## src/design/dpim_pkg.sv

```systemverilog
package dpim_pkg;
   localparam int NUM_SRC = 23;
   localparam int NUM_PROG = 4;
   localparam int NUM_PIN = 5;
   // word indices on the slave port; byte address is four times the index
   localparam logic [7:0] EVT1_IDX = 8'h20;
   localparam logic [7:0] EVT2_IDX = 8'h22;
   localparam logic [7:0] NEN1_IDX = 8'h24;
   localparam logic [7:0] NEN2_IDX = 8'h26;
   localparam logic [7:0] FEN1_IDX = 8'h28;
   localparam logic [7:0] FEN2_IDX = 8'h2a;
   localparam logic [7:0] PCFG_IDX = 8'h2c;
   localparam logic [7:0] ECLR_IDX = 8'h2e;
   localparam logic [7:0] LOCK_IDX = 8'h30;
   localparam int SRC_MODEM = 0;
   localparam int SRC_SYS = 16;
   localparam int SRC_SW = 17;
   localparam int SW_BIT = 1;
   localparam int PROG_POS [0:3] = '{2, 11, 13, 16};
   localparam int PCFG_POL = 0;
   localparam int PCFG_EDGE = 1;
   localparam int PROG_SYS = 3;
   localparam logic [22:0] INT_SRC_MASK = 23'h7cd7fb;
   localparam logic [22:0] EVT_RST = 23'h000000;
   localparam logic [22:0] EN_RST = 23'h000000;
   localparam logic [7:0] PCFG_RST = 8'h00;
   localparam logic [4:0] SYNC_RST = 5'h1f;
   localparam logic [31:0] RD_ZERO = 32'h00000000;
endpackage

```

## src/design/dpim_ctrl.sv

```systemverilog
`timescale 1ns/1ps
`default_nettype none
// Function
// twenty-three sources, numbered zero to twenty-two, each owning one event bit
// system request is power-down OR system pin, synced rising, then falling edge
// system request treated like any other source, no hardware priority
// enable masking covers every source including the system request
// internal sources are active-high level requests
// modem pin is an active-low level request
// print, two external and system pins: programmable polarity and edge/level
// every external pin passes a synchroniser before use
// no ranking and no vectors, only masking and request lines
// set enable lets its event request, cleared enable blocks it
// event bit sets on rising edge when source active, regardless of enable
// normal and fast request outputs update on the falling clock edge
// two independent enable sets, one per request output
// event bit clears on the rising edge after its source withdraws
// software bit is its own source, holds the value firmware writes
// sources latch requests until serviced; firmware clears the source
// enabling an already pending event raises the request at once
// firmware keeps external enables zero while shared pins serve as GPIO
// shared pin direction must stay input while a source drives it
// a write to the lockout enable register also raises a reset
// events 0-15 in first event register, 16-22 in second, read-only but software
// request asserted while any event meets its path enable, else released
module dpim_ctrl
   import dpim_pkg::*;
(
   input wire logic sys_clk,
   input wire logic sys_rst,
   input wire logic [7:0] avs_address,
   input wire logic avs_read,
   input wire logic avs_write,
   input wire logic [31:0] avs_writedata,
   input wire logic [3:0] avs_byteenable,
   output logic [31:0] avs_readdata,
   output logic avs_waitrequest,
   input wire logic [22:0] internal_req,
   input wire logic power_down_req,
   input wire logic modem_request_n,
   input wire logic print_subsystem_request_n,
   input wire logic ext_request_one_pin,
   input wire logic ext_request_two_pin,
   input wire logic system_request_pin,
   output logic normal_request_out_n,
   output logic fast_request_out_n,
   output logic lockout_reset
);
   logic [4:0] sync1_r;
   logic [4:0] sync2_r;
   logic sys_neg_r;
   logic [NUM_PROG-1:0] prev_r;
   logic [NUM_PROG-1:0] edge_hit_r;
   logic [NUM_SRC-1:0] evt_r;
   logic [NUM_SRC-1:0] nen_r;
   logic [NUM_SRC-1:0] fen_r;
   logic [7:0] pcfg_r;
   logic sw_r;
   logic [31:0] rd_r;
   logic wait_r;
   logic lock_r;
   logic norm_r;
   logic fast_r;

   wire logic [4:0] pins = {system_request_pin, ext_request_two_pin, ext_request_one_pin,
                            print_subsystem_request_n, modem_request_n};
   wire logic req = avs_read | avs_write;
   wire logic acc = req & ~wait_r;
   wire logic wr_acc = acc & avs_write;
   wire logic be_lo = avs_byteenable[0];
   wire logic be_hi = avs_byteenable[1];
   wire logic [15:0] wd = avs_writedata[15:0];
   wire logic [NUM_PROG-1:0] prog_act;
   wire logic [NUM_PROG-1:0] prog_lvl;
   wire logic [NUM_PROG-1:0] prog_src;
   wire logic [NUM_PROG-1:0] edge_clr = (wr_acc && be_lo && avs_address == ECLR_IDX) ?
                                        wd[NUM_PROG-1:0] : 4'h0;
   logic [NUM_SRC-1:0] prog_vec;
   wire logic modem_src = ~sync2_r[0] | internal_req[SRC_MODEM];
   wire logic [NUM_SRC-1:0] src = (internal_req & INT_SRC_MASK)
                                  | prog_vec
                                  | ({{(NUM_SRC-1){1'b0}}, modem_src} << SRC_MODEM)
                                  | ({{(NUM_SRC-1){1'b0}}, sw_r} << SRC_SW);
   wire logic norm_nxt = ~|(evt_r & nen_r);
   wire logic fast_nxt = ~|(evt_r & fen_r);
   wire logic [31:0] rd_mux =
      (avs_address == EVT1_IDX) ? {16'h0000, evt_r[15:0]} :
      (avs_address == EVT2_IDX) ? {25'h0000000, evt_r[22:16]} :
      (avs_address == NEN1_IDX) ? {16'h0000, nen_r[15:0]} :
      (avs_address == NEN2_IDX) ? {25'h0000000, nen_r[22:16]} :
      (avs_address == FEN1_IDX) ? {16'h0000, fen_r[15:0]} :
      (avs_address == FEN2_IDX) ? {25'h0000000, fen_r[22:16]} :
      (avs_address == PCFG_IDX) ? {24'h000000, pcfg_r} :
      (avs_address == ECLR_IDX) ? {28'h0000000, edge_hit_r} : RD_ZERO;

   // pins never reach logic before the second flop
   always_ff @(posedge sys_clk) begin
      if (sys_rst) begin
         sync1_r <= SYNC_RST;
         sync2_r <= SYNC_RST;
      end else begin
         sync1_r <= pins;
         sync2_r <= sync1_r;
      end
   end

   genvar gi;
   generate
      for (gi = 0; gi < NUM_PROG; gi = gi + 1) begin : g_prog
         assign prog_act[gi] = pcfg_r[2*gi+PCFG_POL] ? sync2_r[gi+1] : ~sync2_r[gi+1];
         if (gi == PROG_SYS) begin : g_sys
            assign prog_lvl[gi] = sys_neg_r;
         end else begin : g_pin
            assign prog_lvl[gi] = prog_act[gi];
         end
         assign prog_src[gi] = pcfg_r[2*gi+PCFG_EDGE] ? edge_hit_r[gi] : prog_lvl[gi];
         always_ff @(posedge sys_clk) begin
            if (sys_rst) begin
               prev_r[gi] <= 1'b0;
               edge_hit_r[gi] <= 1'b0;
            end else begin
               prev_r[gi] <= prog_lvl[gi];
               // a new edge wins over a clear in the same cycle
               if (prog_lvl[gi] & ~prev_r[gi]) begin
                  edge_hit_r[gi] <= 1'b1;
               end else if (edge_clr[gi]) begin
                  edge_hit_r[gi] <= 1'b0;
               end
            end
         end
      end
   endgenerate

   always_comb begin
      prog_vec = {NUM_SRC{1'b0}};
      for (int i = 0; i < NUM_PROG; i++) begin
         prog_vec[PROG_POS[i]] = prog_src[i];
      end
   end

   // second stage of the system request path lives on the falling edge
   always_ff @(negedge sys_clk) begin
      if (sys_rst) begin
         sys_neg_r <= 1'b0;
      end else begin
         sys_neg_r <= prog_act[PROG_SYS] | power_down_req;
      end
   end

   // events follow their source; clearing is done at the source
   always_ff @(posedge sys_clk) begin
      if (sys_rst) begin
         evt_r <= EVT_RST;
      end else begin
         evt_r <= src;
      end
   end

   always_ff @(negedge sys_clk) begin
      if (sys_rst) begin
         norm_r <= 1'b1;
         fast_r <= 1'b1;
      end else begin
         norm_r <= norm_nxt;
         fast_r <= fast_nxt;
      end
   end

   always_ff @(posedge sys_clk) begin
      if (sys_rst) begin
         nen_r <= EN_RST;
         fen_r <= EN_RST;
         pcfg_r <= PCFG_RST;
         sw_r <= 1'b0;
      end else if (wr_acc) begin
         if (be_lo && avs_address == EVT2_IDX) begin
            sw_r <= wd[SW_BIT];
         end
         if (be_lo && avs_address == NEN1_IDX) begin
            nen_r[7:0] <= wd[7:0];
         end
         if (be_hi && avs_address == NEN1_IDX) begin
            nen_r[15:8] <= wd[15:8];
         end
         if (be_lo && avs_address == NEN2_IDX) begin
            nen_r[22:16] <= wd[6:0];
         end
         if (be_lo && avs_address == FEN1_IDX) begin
            fen_r[7:0] <= wd[7:0];
         end
         if (be_hi && avs_address == FEN1_IDX) begin
            fen_r[15:8] <= wd[15:8];
         end
         if (be_lo && avs_address == FEN2_IDX) begin
            fen_r[22:16] <= wd[6:0];
         end
         if (be_lo && avs_address == PCFG_IDX) begin
            pcfg_r <= wd[7:0];
         end
      end
   end

   // one wait cycle per access keeps readdata a plain registered mux
   always_ff @(posedge sys_clk) begin
      if (sys_rst) begin
         wait_r <= 1'b1;
         rd_r <= RD_ZERO;
         lock_r <= 1'b0;
      end else begin
         wait_r <= ~(req & wait_r);
         if (req & wait_r) begin
            rd_r <= rd_mux;
         end
         lock_r <= wr_acc && avs_address == LOCK_IDX;
      end
   end

   assign avs_readdata = rd_r;
   assign avs_waitrequest = wait_r;
   assign lockout_reset = lock_r;
   assign normal_request_out_n = norm_r;
   assign fast_request_out_n = fast_r;
endmodule
`default_nettype wire

```

## config.mk

```make
export PLATFORM = sky130hd
export DESIGN_NAME = dpim_ctrl
export DESIGN_NICKNAME = d
export VERILOG_FILES = /design/src/design/dpim_pkg.sv /design/src/design/dpim_ctrl.sv
export SDC_FILE = /design/constraint.sdc
export NUM_CORES = 1
export LEC_CHECK = 0
export ABC_AREA = 1
export BUFFER_PORTS_ARGS = -buffer_cell sky130_fd_sc_hd__clkbuf_2
export CORE_UTILIZATION = 46
export CTS_BUF_LIST = sky130_fd_sc_hd__clkbuf_16
export CTS_CLUSTER_SIZE = 28
export DETAILED_ROUTE_END_ITERATION = 6
export PLACE_DENSITY = 0.73
export SLEW_MARGIN = 20
export SYNTH_ARGS = -nofsm -noshare
export SYNTH_HDL_FRONTEND = slang
export SYNTH_SLANG_ARGS = --single-unit
```

## constraint.sdc

```tcl
create_clock -name sys_clk -period 1.6 [get_ports sys_clk]
set_input_delay 0.08 -clock sys_clk [delete_from_list [all_inputs] [get_ports sys_clk]]
set_output_delay 0.08 -clock sys_clk [all_outputs]
set_load 0.02 [all_outputs]
```

# After elaboration in Yosys (flattened, before gate mapping)
# Index checks and enable logic that the tools add are counted.
[totals]
reg_bits = 133
input_bits = 77
word_cells = 112
[classes]
n_eq_ne = 9
mux = 25
bitwise_logic = 26
reduce_logical = 27
[ops]
columns = ["cell", "n"]
rows = [
  ["$mux W16", 5],
  ["$eq A8 B6 Y1 const B", 9],
  ["$and A23 B23 Y23", 2],
  ["$reduce_or A23 Y1", 2],
  ["$or A23 B1 Y23", 1],
  ["$or A23 B17 Y23", 1],
  ["$or A23 B18 Y23", 1],
  ["$mux W1", 16],
  ["$mux W8", 2],
  ["$reduce_and A2 Y1", 8],
  ["$logic_and A1 B1 Y1", 11],
  ["$not A1 Y1", 11],
  ["$mux W4", 2],
  ["$reduce_bool A2 Y1", 4],
  ["$and A1 B1 Y1", 7],
  ["$or A1 B1 Y1", 3],
  ["$logic_not A1 Y1", 2],
]

# Logic depth before layout (Yosys ltp)
[depth]
ltp_word = 9
depth_mapped = 13
mapped_depth_nobuf = 12

==> results.sh <==
export IMPL_crit_start="fen_r[21]"
export IMPL_violations="setup timing"
export IMPL_die_h_um=108
export IMPL_cp_max_fo=2
export IMPL_setup_viol=4
export IMPL_final_nets=914
export IMPL_post_drt_wl_per_cell_um=15.2
export IMPL_synth_common_cells="117 x dfxtp_1, 105 x nand2_1, 94 x inv_1, 75 x nor2_1"
export IMPL_synth_area_um2=5160
export IMPL_worst_endpoint_required_ns=1.18
export IMPL_r2r_start="fen_r[21]"
export IMPL_synth_ff_latch_count=117
export IMPL_drc=0
export IMPL_setup_worst_path_end_class="flip-flop"
export IMPL_place_area_um2=5860
export IMPL_synth_largest_area_cell="dfxtp_1"
export IMPL_syn_to_final_growth_pct=34.8
export IMPL_total_leakage_power_nw=3.14
export IMPL_worst_pin_slew_ns=0.565
export IMPL_numCtsBuffers=17
export IMPL_synth_edf_count=0
export IMPL_port_buffers=73
export IMPL_met2_usage_pct=44.6
export IMPL_num_io_pins=113
export IMPL_core_area_um2=10900
export IMPL_ant_nets=0
export IMPL_fin_area_um2=6950
export IMPL_outcome="complete, but fails checks"
export IMPL_synth_area_top_cells="dfxtp_1 45%, nand2_1 7.6%, inv_1 6.8%"
export IMPL_slew_headroom_pct=62.3
export IMPL_rows=38
export IMPL_grt_pass1_vias=4942
export IMPL_fill_cells=890
export IMPL_power_w=0.00719
export IMPL_grtUsageTotal_pct=27.9
export IMPL_holdCritStartpoint="avs_writedata[5]"
export IMPL_cts_root_buf="clkbuf_16"
export IMPL_yosysWarnings=0
export IMPL_clk_latency_ns=0.44
export IMPL_grt_overflow=0
export IMPL_async_reset_ff_share_pct=0
export IMPL_grt_busiest_layer="met2"
export IMPL_met1_usage_pct=35.8
export IMPL_fp_dieArea_um2=11600
export IMPL_firstDrtPassIters=5
export IMPL_place_congestion=0.929
export IMPL_clock_sinks=117
export IMPL_ys_seq_area_share_pct=45.4
export IMPL_hold_violations=0
export IMPL_drv_cap=0
export IMPL_antenna_found_initial=0
export IMPL_yosys_most_used_dff="dfxtp_1"
export IMPL_critPathKind="flip-flop to flip-flop"
export IMPL_power_density_nw_per_um2=1030
export IMPL_final_max_slew_viol_count=0
export IMPL_gr_usage_met3_pct=6.23
export IMPL_syn_inst=680
export IMPL_n_antenna_cell=0
export IMPL_hold_path_depth=3
export IMPL_grt_pass1_wl_um=24300
export IMPL_htree_levels=4
export IMPL_finClkSkew_ns=0.0359
export IMPL_synth_top_area_share_pct=45.4
export IMPL_ff2ff_path_depth=4
export IMPL_cp_start_kind="flip-flop"
export IMPL_yosysMostFrequentCell="dfxtp_1"
export IMPL_dp_hpwl_um=10700
export IMPL_clk_pin_slew_worst_paths_ns=0.06
export IMPL_irDropWorstVdd_mv=0.679
export IMPL_whs_ns=0.00390
export IMPL_die_w_um=108
export IMPL_routed_wl_um=15100
export IMPL_arrival_ns=1.46
export IMPL_setup_ws_ns=-0.281
export IMPL_drtIter0Drc=312
export IMPL_syn_avg_cell_area_um2=7.59
export IMPL_drive_gt1_share_pct=28.4
export IMPL_hp_class="primary input to flip-flop"
export IMPL_ys_types=39
export IMPL_grt_max_degree=56
export IMPL_vias=5027
export IMPL_start_util_pct=47.4
export IMPL_cts_max_path_buffers=2
export IMPL_grt_setup_unrepaired="yes"
export IMPL_routed_via_density=5.08
export IMPL_tritoncts="done"
export IMPL_final_util_pct=63.8
==> placed cells by master, fill, tap and decap left out, drive strengths merged, types with 3 or more instances in the layout <==
cell type and n:
a211oi 8, nand4 11, conb 16, o211ai 3, a21oi 62, nor4 3
buf 54, or2 10, o22ai 6, o21ai 61, clkinv 3, nor2 83
dfxtp 117, nand3 31, dlygate4sd3 38, a31oi 8, a221oi 4, nand2 117
xor2 3, clkbuf 90, inv 112, nor3 3
==> state kept, by name (all words and copies together) (netlist names) <==
name                  cells
evt_r                    23
normal_request_out_n      1
avs_waitrequest           1
sync1_r                   5
sys_neg_r                 1
prev_r                    4
lockout_reset             1
fen_r                    23
avs_readdata             16
edge_hit_r                4
sync2_r                   5
fast_request_out_n        1
sw_r                      1
nen_r                    23
pcfg_r                    8
==> cell type report <==
class                      count  area [um2]  share of cell area [%]
clock buffer                  19         475                    6.84
clock inverter                16        86.3                    1.24
inverter                     101         393                    5.65
multi-input combinational    434        2290                    33.0
sequential                   117        2360                    33.9
tap                          140         175                    2.52
timing repair buffer         163        1170                    16.8
==> per-layer routing <==
layer	part of all wire (%)	up-vias
li1	-	2477
met1	45	2319
met2	47	198
met3	5.8	33
met4	3.0	0
met5	0	-
==> path summary, 6_finish.rpt <==
path | endpoint | slack, ns
min | fen_r[5] | 0.004
max | fast_request_out_n | -0.28
max reg2reg | fast_request_out_n | -0.28
min reg2reg | evt_r[0] | 0.40
==> critical path: stages, from the launching register on <==
cell	delay, ns
dfxtp_2	0.32
a22o_1	0.24
a211oi_2	0.28
nand4_1	0.13
nand2_1	0.08
==> logic make-up (layout without fill, tap and decap cells) <==
group,count (synthesis),in the layout,share of synthesized area [%]
buffers and inverters,144,299,13.0
flip-flops,117,117,45.4
AND/OR/NAND/NOR,259,259,23.4
XOR/XNOR,4,4,0.679
AO/OA/AOI/OAI,155,155,17.5
other,1,16,0.0727
==> metrics by stage <==
stage,setup WS (ns),TNS [ns],instances
detailed placement,-0.339,-0.653,916
floorplan,-0.0930,-0.146,695
global placement,-0.326,-0.635,916
finish,-0.281,-0.832,990
global route,-0.317,-0.980,990
CTS,-0.230,-0.819,989
==> power by group <==
group / switching, W / internal, W / leakage (nW)
Sequential: 0.0000534 / 0.00300 / 0.958
Combinational: 0.000358 / 0.000229 / 1.87
Clock: 0.00140 / 0.00215 / 0.303
Total: 0.00181 / 0.00538 / 3.14
==> repair_timing <==
item	in CTS	in global routing
gates cloned	0	0
buffers inserted	2	1
gates resized for setup	28	18
pin swaps	6	3
setup endpoints to repair	4	41
hold endpoints to repair	42	0
hold buffers	38	0
No activity file was read; power rests on OpenSTA's default activity.
